===== src/common/gma_pkg.sv =====
// constants, states and carriers for the global and memory arbiter
// assumes a single 125 MHz clock and request inputs already synchronous
//
// Contract
// - reset puts the global arbiter in the host grant state.
// - host grant holds while host requests or nobody else requests.
// - after another master releases, host gets a chance before others.
// - local grant ends on request withdrawal or cache hit intervention.
// - isa grant on refresh or dma hold when host idle; ends likewise.
// - cache hit read moves to intervention grant until cycle finishes.
// - any host request or lock signal grants all buses to host.
// - host grant to isa or local grant takes two clocks.
// - every move into or out of intervention takes one clock.
// - local priority rotates master 2, then 0, then 1, then 2.
// - a further local master waits for host then pending isa turn.
// - three separate active low local master request lines.
// - enabled isa refresh logic requests every 15 microseconds.
// - isa refresh wins over dma hold when both pend.
// - remember whether last non host grant went to isa or local.
// - memory rank: urgent refresh, reads, writes, idle refresh.
// - a read hitting a queued write waits for that write first.
// - half empty prefetch queue starts a block prefetch as a read.
// - snoop write backs are arbitrated as ordinary writes.
// - reads come from prefetch, local or isa read queues.
// - memory arbiter leaves reset idle.
// - host grant stays asserted while nobody else requests.
// - all bus request keeps buses locked until host negates it.
// - pending local register loads only when empty, drains fully; the code reloads it once no pending master still requests.
package gma_pkg;
  localparam int unsigned CLK_MHZ          = 125;
  localparam int unsigned ISA_REFRESH_US   = 15;
  localparam int unsigned ISA_REFRESH_CYC  = ISA_REFRESH_US * CLK_MHZ;
  localparam int unsigned HOST_TO_OTHER_CYC = 2;
  localparam logic [2:0]  LOCAL_PEND_RESET = 3'h0;
  localparam logic [1:0]  LOCAL_PTR_RESET  = 2'h2;

  typedef enum logic [2:0] {
    GMA_HOST, GMA_HOST_WAIT, GMA_ISA, GMA_LOCAL, GMA_INTERVENE
  } gma_global_e;

  typedef enum logic [2:0] {
    GMA_MEM_IDLE, GMA_MEM_REFRESH, GMA_MEM_READ, GMA_MEM_WRITE
  } gma_mem_e;

  typedef struct packed {
    logic host;
    logic isa;
    logic [2:0] local_m;
    logic intervene;
  } gma_grant_s;

  typedef struct packed {
    logic prefetch_half_empty;
    logic local_read;
    logic isa_read;
  } gma_read_src_s;
endpackage


===== src/core/gma_arbiter.sv =====
// global bus arbiter and main memory arbiter
// assumes all inputs synchronous to clock_in; requests stay up until granted
`timescale 1ns/1ps
module gma_arbiter (
  input  wire logic                   clock_in,
  input  wire logic                   rst_n_in,
  input  wire logic                   host_bus_request_n_in,
  input  wire logic                   host_all_bus_request_n_in,
  input  wire logic                   host_lock_n_in,
  input  wire logic [2:0]             local_master_request_n_in,
  input  wire logic                   periph_hold_request_in,
  input  wire logic                   dirty_line_n_in,
  input  wire logic                   intervention_done_in,
  input  wire logic                   bus_cycle_end_in,
  input  wire logic                   isa_refresh_enable_in,
  input  wire logic                   mem_refresh_request_in,
  input  wire gma_pkg::gma_read_src_s read_src_in,
  input  wire logic                   mem_write_request_in,
  input  wire logic                   read_hits_queued_write_in,
  input  wire logic                   mem_access_done_in,
  output gma_pkg::gma_grant_s         grant_out,
  output logic                        last_grant_was_isa_out,
  output logic                        isa_refresh_active_out,
  output logic                        isa_refresh_ack_out,
  output gma_pkg::gma_mem_e           mem_state_out,
  output logic                        mem_busy_out,
  output logic                        prefetch_start_out
);
  import gma_pkg::*;

  gma_global_e state;
  gma_global_e next_state;
  gma_global_e return_state;
  gma_mem_e    mem_state;
  gma_mem_e    next_mem_state;
  logic [2:0]  local_pend;
  logic [1:0]  local_ptr;
  logic [1:0]  local_owner;
  logic [1:0]  next_owner;
  logic        host_turn_done;
  logic        isa_refresh_req;
  logic        isa_req_is_refresh;
  logic        host_wants_buses;
  logic        host_all_lock;
  logic        local_master_wants_buses;
  logic        isa_side_wants_buses;
  logic        intervention_request;
  logic        intervention_in_progress;
  logic        pick_found;
  logic        mem_read_request;
  logic        read_first;
  logic [2:0]  local_req;
  logic [1:0]  cand;

  assign local_req = ~local_master_request_n_in;
  // any of the three host signals counts as one request
  assign host_wants_buses = ~host_bus_request_n_in |
                            ~host_all_bus_request_n_in |
                            ~host_lock_n_in;
  assign host_all_lock = ~host_all_bus_request_n_in |
                         ~host_lock_n_in;
  assign isa_side_wants_buses = isa_refresh_req | periph_hold_request_in;
  assign intervention_request = ~dirty_line_n_in;
  assign intervention_in_progress = (state == GMA_INTERVENE);
  assign local_master_wants_buses = |(local_pend & local_req);

  gma_refresh_timer u_refresh (
    .clock_in    (clock_in),
    .rst_n_in    (rst_n_in),
    .enable_in   (isa_refresh_enable_in),
    .ack_in      (isa_refresh_ack_out),
    .request_out (isa_refresh_req)
  );

  // rotating pick within the latched pending set: 2 then 0 then 1
  always_comb begin
    next_owner = local_ptr;
    pick_found = 1'b0;
    cand       = 2'h0;
    for (int i = 0; i < 3; i++) begin
      cand = 2'((int'(local_ptr) + i) % 3);
      // rotation order 2,0,1 is ptr+1 modulo three starting at 2
      if (!pick_found && local_pend[cand] && local_req[cand]) begin
        next_owner = cand;
        pick_found = 1'b1;
      end
    end
  end

  // global arbiter next state
  always_comb begin
    next_state = state;
    case (state)
      GMA_HOST: begin
        // host keeps grant unless idle and another party waits
        if (intervention_request) begin
          next_state = GMA_INTERVENE;
        end else if (!host_wants_buses && !host_all_lock &&
                     (isa_side_wants_buses ||
                      (local_master_wants_buses && host_turn_done)) &&
                     bus_cycle_end_in) begin
          next_state = GMA_HOST_WAIT;
        end
      end
      GMA_HOST_WAIT: begin
        // second of the two clocks; host can still reclaim here
        if (host_wants_buses) begin
          next_state = GMA_HOST;
        end else if (isa_side_wants_buses &&
                     (!last_grant_was_isa_out || !local_master_wants_buses)) begin
          next_state = GMA_ISA;
        end else if (local_master_wants_buses) begin
          next_state = GMA_LOCAL;
        end else begin
          next_state = GMA_HOST;
        end
      end
      GMA_ISA: begin
        if (intervention_request) begin
          next_state = GMA_INTERVENE;
        end else if (isa_req_is_refresh ? !isa_refresh_req
                                        : !periph_hold_request_in) begin
          // the served source withdrew; host gets its turn before the other
          next_state = GMA_HOST;
        end
      end
      GMA_LOCAL: begin
        if (intervention_request) begin
          next_state = GMA_INTERVENE;
        end else if (!local_req[local_owner]) begin
          next_state = GMA_HOST;
        end
      end
      GMA_INTERVENE: begin
        if (intervention_done_in) begin
          next_state = return_state;
        end
      end
      default: next_state = GMA_HOST;
    endcase
  end

  // state register; reset enters host grant
  always_ff @(posedge clock_in or negedge rst_n_in) begin
    if (!rst_n_in) begin
      state <= GMA_HOST;
    end else begin
      state <= next_state;
    end
  end

  // where to resume after an intervention cycle
  always_ff @(posedge clock_in or negedge rst_n_in) begin
    if (!rst_n_in) begin
      return_state <= GMA_HOST;
    end else if (next_state == GMA_INTERVENE && state != GMA_INTERVENE) begin
      return_state <= (state == GMA_HOST_WAIT) ? GMA_HOST : state;
    end
  end

  // last non host grant memory
  always_ff @(posedge clock_in or negedge rst_n_in) begin
    if (!rst_n_in) begin
      last_grant_was_isa_out <= 1'b0;
    end else if (state == GMA_HOST_WAIT && next_state == GMA_ISA) begin
      last_grant_was_isa_out <= 1'b1;
    end else if (state == GMA_HOST_WAIT && next_state == GMA_LOCAL) begin
      last_grant_was_isa_out <= 1'b0;
    end
  end

  // host turn after each local grant before the next local master
  always_ff @(posedge clock_in or negedge rst_n_in) begin
    if (!rst_n_in) begin
      host_turn_done <= 1'b1;
    end else if (state == GMA_LOCAL) begin
      host_turn_done <= 1'b0;
    end else if (state == GMA_HOST && !isa_side_wants_buses) begin
      host_turn_done <= 1'b1;
    end
  end

  // pending register loaded only when no pending master still requests, drained grant by grant
  always_ff @(posedge clock_in or negedge rst_n_in) begin
    if (!rst_n_in) begin
      local_pend  <= LOCAL_PEND_RESET;
      local_ptr   <= LOCAL_PTR_RESET;
      local_owner <= 2'h0;
    end else if (state == GMA_HOST_WAIT && next_state == GMA_LOCAL) begin
      local_pend[next_owner] <= 1'b0;
      local_owner <= next_owner;
      local_ptr   <= (next_owner == 2'h2) ? 2'h0 : next_owner + 2'h1;
    end else if ((local_pend & local_req) == 3'h0) begin
      local_pend <= local_req;
    end
  end

  // grants, all registered
  always_ff @(posedge clock_in or negedge rst_n_in) begin
    if (!rst_n_in) begin
      grant_out <= '0;
      grant_out.host <= 1'b1;
    end else begin
      grant_out.host      <= (next_state == GMA_HOST);
      grant_out.isa       <= (next_state == GMA_ISA);
      grant_out.intervene <= (next_state == GMA_INTERVENE);
      grant_out.local_m   <= 3'h0;
      if (next_state == GMA_LOCAL) begin
        // only a host wait pick is new; a resumed grant keeps its owner
        grant_out.local_m[(state == GMA_HOST_WAIT) ? next_owner
                                                   : local_owner] <= 1'b1;
      end
    end
  end

  // refresh before dma when both pend; ack when the isa grant starts
  always_ff @(posedge clock_in or negedge rst_n_in) begin
    if (!rst_n_in) begin
      isa_req_is_refresh     <= 1'b0;
      isa_refresh_ack_out    <= 1'b0;
      isa_refresh_active_out <= 1'b0;
    end else begin
      isa_refresh_ack_out <= 1'b0;
      if (state == GMA_HOST_WAIT && next_state == GMA_ISA) begin
        isa_req_is_refresh  <= isa_refresh_req;
        isa_refresh_ack_out <= isa_refresh_req;
      end
      isa_refresh_active_out <= (next_state == GMA_ISA) &&
        ((state == GMA_HOST_WAIT) ? isa_refresh_req : isa_req_is_refresh);
    end
  end

  // memory side: reads from any queue or a prefetch count as reads
  assign mem_read_request = read_src_in.prefetch_half_empty |
                            read_src_in.local_read |
                            read_src_in.isa_read;
  assign read_first = mem_read_request && !read_hits_queued_write_in;

  // priority pick, rechecked only from idle
  always_comb begin
    next_mem_state = mem_state;
    case (mem_state)
      GMA_MEM_IDLE: begin
        if (mem_refresh_request_in &&
            (mem_read_request || mem_write_request_in)) begin
          next_mem_state = GMA_MEM_REFRESH;
        end else if (read_first) begin
          next_mem_state = GMA_MEM_READ;
        end else if (mem_write_request_in) begin
          next_mem_state = GMA_MEM_WRITE;
        end else if (mem_refresh_request_in) begin
          next_mem_state = GMA_MEM_REFRESH;
        end
      end
      GMA_MEM_REFRESH, GMA_MEM_READ, GMA_MEM_WRITE: begin
        if (mem_access_done_in) begin
          next_mem_state = GMA_MEM_IDLE;
        end
      end
      default: next_mem_state = GMA_MEM_IDLE;
    endcase
  end

  // memory state register
  always_ff @(posedge clock_in or negedge rst_n_in) begin
    if (!rst_n_in) begin
      mem_state <= GMA_MEM_IDLE;
    end else begin
      mem_state <= next_mem_state;
    end
  end

  // registered memory outputs
  always_ff @(posedge clock_in or negedge rst_n_in) begin
    if (!rst_n_in) begin
      mem_state_out      <= GMA_MEM_IDLE;
      mem_busy_out       <= 1'b0;
      prefetch_start_out <= 1'b0;
    end else begin
      mem_state_out <= next_mem_state;
      mem_busy_out  <= (next_mem_state != GMA_MEM_IDLE);
      // prefetch starts only when no real read is waiting
      prefetch_start_out <= (mem_state == GMA_MEM_IDLE) &&
                            (next_mem_state == GMA_MEM_READ) &&
                            read_src_in.prefetch_half_empty &&
                            !read_src_in.local_read &&
                            !read_src_in.isa_read;
    end
  end
endmodule


===== src/core/gma_refresh_timer.sv =====
// periodic isa refresh request generator
// assumes the arbiter acknowledges a request by a one-cycle pulse
`timescale 1ns/1ps
module gma_refresh_timer #(
  parameter int unsigned PERIOD_CYC = gma_pkg::ISA_REFRESH_CYC
) (
  input  wire logic clock_in,
  input  wire logic rst_n_in,
  input  wire logic enable_in,
  input  wire logic ack_in,
  output logic      request_out
);
  import gma_pkg::*;

  logic [15:0] count;

  // free counter; held in reset when disabled so no stale request appears
  always_ff @(posedge clock_in or negedge rst_n_in) begin
    if (!rst_n_in) begin
      count <= 16'h0;
    end else if (!enable_in || count == 16'(PERIOD_CYC - 1)) begin
      count <= 16'h0;
    end else begin
      count <= count + 16'h1;
    end
  end

  // sticky request, a new tick wins over the acknowledge
  always_ff @(posedge clock_in or negedge rst_n_in) begin
    if (!rst_n_in) begin
      request_out <= 1'b0;
    end else if (!enable_in) begin
      request_out <= 1'b0;
    end else if (count == 16'(PERIOD_CYC - 1)) begin
      request_out <= 1'b1;
    end else if (ack_in) begin
      request_out <= 1'b0;
    end
  end
endmodule


===== config.mk =====
export PLATFORM = sky130hd
export DESIGN_NAME = gma_arbiter
export DESIGN_NICKNAME = d
export VERILOG_FILES = /design/src/common/gma_pkg.sv /design/src/core/gma_arbiter.sv /design/src/core/gma_refresh_timer.sv
export SDC_FILE = /design/constraint.sdc
export NUM_CORES = 1
export LEC_CHECK = 0
export BUFFER_PORTS_ARGS = -buffer_cell sky130_fd_sc_hd__buf_2
export CORE_ASPECT_RATIO = 1.25
export CORE_UTILIZATION = 57
export DETAILED_ROUTE_END_ITERATION = 10
export PLACE_DENSITY = 0.87
export SKIP_CTS_REPAIR_TIMING = 1
export SYNTH_ARGS = -nofsm -noshare
export SYNTH_HDL_FRONTEND = slang
export SYNTH_SLANG_ARGS = --single-unit

===== constraint.sdc =====
create_clock -name clock_in -period 3 [get_ports clock_in]
set_input_delay 0.15 -clock clock_in [delete_from_list [all_inputs] [get_ports clock_in]]
set_output_delay 0.15 -clock clock_in [all_outputs]
set_load 0.02 [all_outputs]

# Word level (Yosys, flattened, before mapping)
# Cells that the tools add are included.
# totals
reg_bits	46
out_inout_bits	14
elab_cells	169
# op_classes
add_sub_neg	4
n_div	3
order_cmp	8
eq_ne	15
n_mux	57
bitwise_logic	13
n_reduce_logical	50
# ops
operator	count
32-bit by 3-bit remainder unit with 32-bit output, second input constant	2
3-bit two-way mux	16
3-bit by 3-bit remainder unit with 32-bit output, second input constant	1
1-bit logical AND	23
3-bit by 2-bit == test with 1-bit output, second input constant	7
1-bit two-way mux	21
2-bit by 3-bit < comparator with 1-bit output, second input constant	6
16-bit by 1-bit adder with 16-bit output, second input constant	1
16-bit by 11-bit == test with 1-bit output, second input constant	1
16-bit two-way mux	1
2-bit two-way mux	8
3-bit one-hot mux with 5 select lines	1
1-bit binary-select mux with 2-bit select	7
1-bit zero test	13
3-bit zero test	4
3-bit bitwise AND	2
3-bit by 1-bit == test with 1-bit output, second input constant	2
3-bit == test, second input constant	2
3-bit inverter	2
1-bit bitwise OR	6
3-bit one-hot mux with 2 select lines	1
2-bit nonzero test	3
3-bit OR reduction	2
1-bit demux with 2-bit select	2
other kinds (10)	16

# Depth between registers and ports, before layout
# logic_depth
ltp_word	20
mapped_depth	8
ltp_nobuf	8

# Modules after synthesis
# A second synthesis with hierarchy kept.
# hier_totals
cells_unflattened	269
hier_area_um2	2623.8
# by_module_without_submodules
module	instances	cells_each	area_each_um2	seq_area_each_um2
gma_arbiter	1	184	1759.2	729.4
gma_refresh_timer	1	85	864.6	425.4

# Least setup slack after synthesis
# No wires, ideal clock.
# synth_path
path_kind	reg2reg
start	register local_ptr[1]
end	register local_pend[0]
setup_time_ps	129
arrival_ps	2139
setup_slack_ps	732
path_stages_with_launch	9
n_path_buf	0
path_cell_list	dfstp_2 > inv_1 > ha_1 > or3b_1 > a221o_1 > o311ai_2 > nand2_4 > a2111oi_4 > nor2_1
# synth_between
elab_chain_len	20
word_cells_on_any_way	37
# synth_lines
item	line	text
start, declared	gma_arbiter.sv:37	logic [1:0] local_ptr;
start signal, assigned	gma_arbiter.sv:192	local_ptr <= (next_owner == 2'h2) ? 2'h0 : next_owner + 2'h1;
parallel branches: the longest is 12 deep, another holds 32-bit by 3-bit remainder unit with 32-bit output	-	
2-bit two-way mux *	gma_arbiter.sv:83	if (!pick_found && local_pend[cand] && local_req[cand]) begin
2-bit by 3-bit < comparator with 1-bit output (implied by the code) / 2-bit by 1-bit >= comparator with 1-bit output (equally long branches)	gma_arbiter.sv:190	local_pend[next_owner] <= 1'b0;
1-bit logical AND (implied by the code)	gma_arbiter.sv:190	
1-bit two-way mux (implied by the code)	gma_arbiter.sv:190	
1-bit demux with 2-bit select *	gma_arbiter.sv:190	
3-bit inverter (no source line) *	-	
3-bit bitwise AND (no source line) *	-	
3-bit two-way mux *	gma_arbiter.sv:189	end else if (state == GMA_HOST_WAIT && next_state == GMA_LOCAL) begin
end signal, assigned	gma_arbiter.sv:194	local_pend <= local_req;
end, declared	gma_arbiter.sv:36	logic [2:0] local_pend;
# Mark *: on every way between the ends. The select of a mux whose other input is x is not followed.
# A chain may end at the register's enable or synchronous reset.

# Worst setup path in the final report
# layout_path
start	register local_ptr[0]
end	register grant_out[2] (netlist bit)
# layout_between
elab_chain_len	19
word_cells_on_any_way	36
# layout_lines
item	line	text
parallel branches: the longest is 12 deep, another holds 32-bit by 3-bit remainder unit with 32-bit output	-	
2-bit two-way mux *	gma_arbiter.sv:83	
2-bit two-way mux *	gma_arbiter.sv:210	grant_out.local_m[(state == GMA_HOST_WAIT) ? next_owner
2-bit by 3-bit < comparator with 1-bit output (implied by the code) / 2-bit by 1-bit >= comparator with 1-bit output (equally long branches)	gma_arbiter.sv:210	
1-bit logical AND (implied by the code)	gma_arbiter.sv:210	
1-bit two-way mux	gma_arbiter.sv:210	
1-bit demux with 2-bit select *	gma_arbiter.sv:210	
3-bit two-way mux *	gma_arbiter.sv:208	if (next_state == GMA_LOCAL) begin
end, declared	gma_arbiter.sv:21	output gma_pkg::gma_grant_s grant_out,
# Marks and branches as above.

==> summary.txt <==
Power and ir drop
  • Switching Fraction: 29.8%
  • LEAKAGE: between 0.001 and 0.0015 uW
  • Sw Pwr: around 440 uW
  • Max IR drop VDD: roughly 0.00042 V
  • Clock power share: ~31%
  • Pwr/cell area: approximately 520 nW/um^2
  • Flop pwr share: a little under 50%
  • Internal Power: 1040 uW
  • Combinational fraction of design power: 20.2%

Floorplanning
  • Starting Density: 60.1%
  • CORE AREA: about 4200 um^2
  • Top Ports: 34
  • Row count: 26
  • Chip Height: about 76 um
  • Die area: approximately 4700 um^2
  • Die Wd: 61.3 um

Global route
  • Initial antenna violation count: 0
  • First-pass GRT wire length: 8560 um
  • Largest net degree at the start of global routing: between 40 and 50
  • GRT Util Overall: 24.5%
  • Number of global-route vias before repair: 1921
  • Grt ovf: 0

Critical path
  • Slowest-stage cell, CP: a2111o_1
  • Ordered list of cells on the worst path: inv_1, ha_1, nor4b_1, nor2_1, a2111o_1, a2bb2oi_4, nor4_1, o21ba_2
  • Crit path buf inv count: 1
  • Req. time, crit path: between 3 and 4 ns
  • Crit path max-delay family: compound AO/OA/AOI/OAI gates
  • CP Capture Type: flop
  • Worst Path Arrival: around 2.7 ns
  • Crit-path max FO: 8
  • Worst path max stage delay: around 0.46 ns
  • Startpoint Class: flop
  • Kind of critical path: flop to flop

Outcome
  • Failing checks: hold timing
  • Outcome: complete, but fails checks

Synth
  • Simple-gate portion of the synthesized area: a little over a quarter
  • Post-synthesis mux area share: under 10%
  • EDFF count, synth: 0
  • Post-synth top area share: 43.0%
  • Syn. warnings: 0
  • FF+latch count, synth: 46
  • Largest family of logic cells by synthesized area: simple AND/OR/NAND/NOR gates
  • Main synth FF type: dfrtp_1
  • Synth async-reset ratio: between 90% and 100%
  • Synth Cell Area: about 2500 um^2
  • Synth Area in Compound Gates: around 15%
  • Count of cell types in the netlist: 57
  • Adder-cell share of the synthesized area: under 10%
  • XOR/XNOR Fraction of Synth Area: around 3.9%
  • Synth top area cells: dfrtp_1, nor2_1, dfstp_2
  • Syn Nets: approximately 280
  • Sequential-to-total area share from yosys stat: 46.2%
  • Syn Area/Cell: just under 10 um^2
  • Post-synth top area cell: dfrtp_1
  • Post-synthesis cell count: about 260

STA
  • Clock skew: 0.0173 ns
  • Endpoints failing hold: 7
  • Crit share post-route: around 83%
  • Hold slack: -0.0103 ns
  • Setup TNS: 0 ns
  • RSZ-0062 raised after global routing: false
  • Setup ws final: around 0.52 ns
  • Pins over their slew limit: 0
  • Maximum clock rate: 404 MHz
  • Post-layout min period: approximately 2.5 ns
  • Slew @ Worst Pin: approximately 0.99 ns
  • Max_slew headroom: about 34%
  • Final setup fails: 0

Placed design
  • Routability cong.: roughly 0.87
  • Post-detail-place hpwl: 3800 um
  • I/O Buffers: 33
  • Post-Place Worst Slack: between 0.5 and 0.6 ns

Detailed routing
  • Via density: approximately 5.8
  • DR pass1 iterations: 4
  • WL final: 5110 um
  • Via count: between 2000 and 2500
  • ANT nets after route: 0
  • Drt wl/cell: between 10 and 15 um
  • 1st-iter DRT viols: around 110
  • DRC Markers: 0

Clock network
  • H-tree Lvls: 2
  • CTS Sinks: 46
  • Clk slew on worst S/H paths: 0.10 ns
  • Clock Root Buffer: clkbuf_8
  • Clock Latency Late Sink: 0.32 ns
  • CTS tree: yes
  • Clk buf depth: 2
  • CTS buffer count: 5

Cells and area
  • # diodes: 0
  • Share of layout cells above drive strength 1: about 20%
  • Nets: between 300 and 400
  • Area Overhead vs Synth: 13.3%

Run
  • Max-cap violations: 0

Worst hold path
  • Worst hold path type: primary input to async pin
[area by class of cell]
type / count / area (um^2)
sequential: 46 / 1150
clock inverter: 3 / 40.0
fill: 343 / 1330
inverter: 13 / 48.8
tap: 56 / 70.1
clock buffer: 5 / 68.8
timing repair buffer: 33 / 165
multi-input combinational: 194 / 1290
[power by group through the flow]
stage | sequential, uW | combinational, uW | clock, uW
floorplan | 729 | 209 | 0
global placement | 731 | 289 | 0
detailed placement | 733 | 299 | 0
CTS | 720 | 299 | 465
global route | 728 | 329 | 496
finish | 721 | 298 | 458
[path summary, 6_finish.rpt]
check | startpoint | end | slack [ns] | depth (start not counted)
max | local_ptr[0] | grant_out[2] | 0.52 | 8
min | rst_n_in | state[2] | -0.01 | 1
max reg2reg | local_ptr[0] | grant_out[2] | 0.52 | 8
min reg2reg | return_state[2] | return_state[2] | 0.49 | 1
max in group asynchronous | rst_n_in | mem_state_out[1] | 2.38 | 1
min in group clock_in | read_src_in[2] | prefetch_start_out | 0.08 | 3
[routing by layer]
| layer | vias up | part of all wire, % | wire length, um | global-route usage (%) |
|---|---|---|---|---|
| li1 | 986 | - | - | - |
| met1 | 974 | 40 | 2060 | 29.6 |
| met2 | 54 | 53 | 2690 | 39.7 |
| met3 | 15 | 4.2 | 216 | 5.77 |
| met4 | 0 | 2.9 | 148 | 11.8 |
| met5 | - | 0 | 0 | 0 |
[synth_stat cells, types with 3 or more instances]
cell type,n
nor4b_1,3
xor2_1,7
and3_1,4
dfrtp_1,43
or3_1,5
nor2b_1,7
a21oi_1,15
nor3_1,7
and4_1,3
nor4_1,3
a21o_1,4
nand2_1,8
and2_1,5
nand3_1,10
nor2_1,39
ha_1,5
inv_1,13
mux2i_1,3
nand2b_1,8
o21ai_0,8
nand4_1,6
xnor2_1,4
dfstp_2,3
[metrics by stage]
| stage | cell area [um^2] | utilization (%) | std cells | total power (uW) |
|---|---|---|---|---|
| after floorplan | 2500 | - | 256 | 937 |
| final | 2830 | 68.1 | 350 | 1480 |
| after detailed placement | 2730 | 65.4 | 342 | 1030 |
| after CTS | 2830 | 68.1 | 350 | 1480 |
| after global routing | 2830 | 68.1 | 350 | 1550 |
| after global placement | 2730 | 65.4 | 342 | 1020 |
[registers in the layout (all words and copies together), names as in the netlist, 2 cells and up]
register         cells
local_ptr            2
local_owner          2
grant_out            6
local_pend           3
state                3
u_refresh.count     16
return_state         3
mem_state_out        3
[placed cells by master, fill, tap and decap left out, drive strengths merged, types with 3 or more instances in the layout]
master	netlist	layout
nor4	3	3
mux2i	3	3
and2	5	5
mux2	3	3
nor4b	3	3
and4	3	3
or3	5	5
xnor2	4	4
nor2	39	39
a21boi	3	3
nor2b	7	7
nand2b	8	8
dfrtp	43	43
inv	13	13
clkbuf	2	5
nor3	7	7
o21ai	8	8
ha	5	5
nand2	9	9
dfstp	3	3
nand4	6	6
buf	1	33
nand3	11	11
a21oi	15	15
and3	4	4
a21o	4	4
xor2	7	7
[cell families after synthesis]
| family | after synthesis |
|---|---|
| AOI/OAI and AO/OA | 49 |
| muxes | 6 |
| DFF | 46 |
| adders and majority gates | 5 |
| xor gates and xnor gates | 11 |
| and+or+nand+nor | 122 |
| other | 1 |
| buffers and inverters | 16 |
Note: power is estimated with default switching activity, not from simulation.
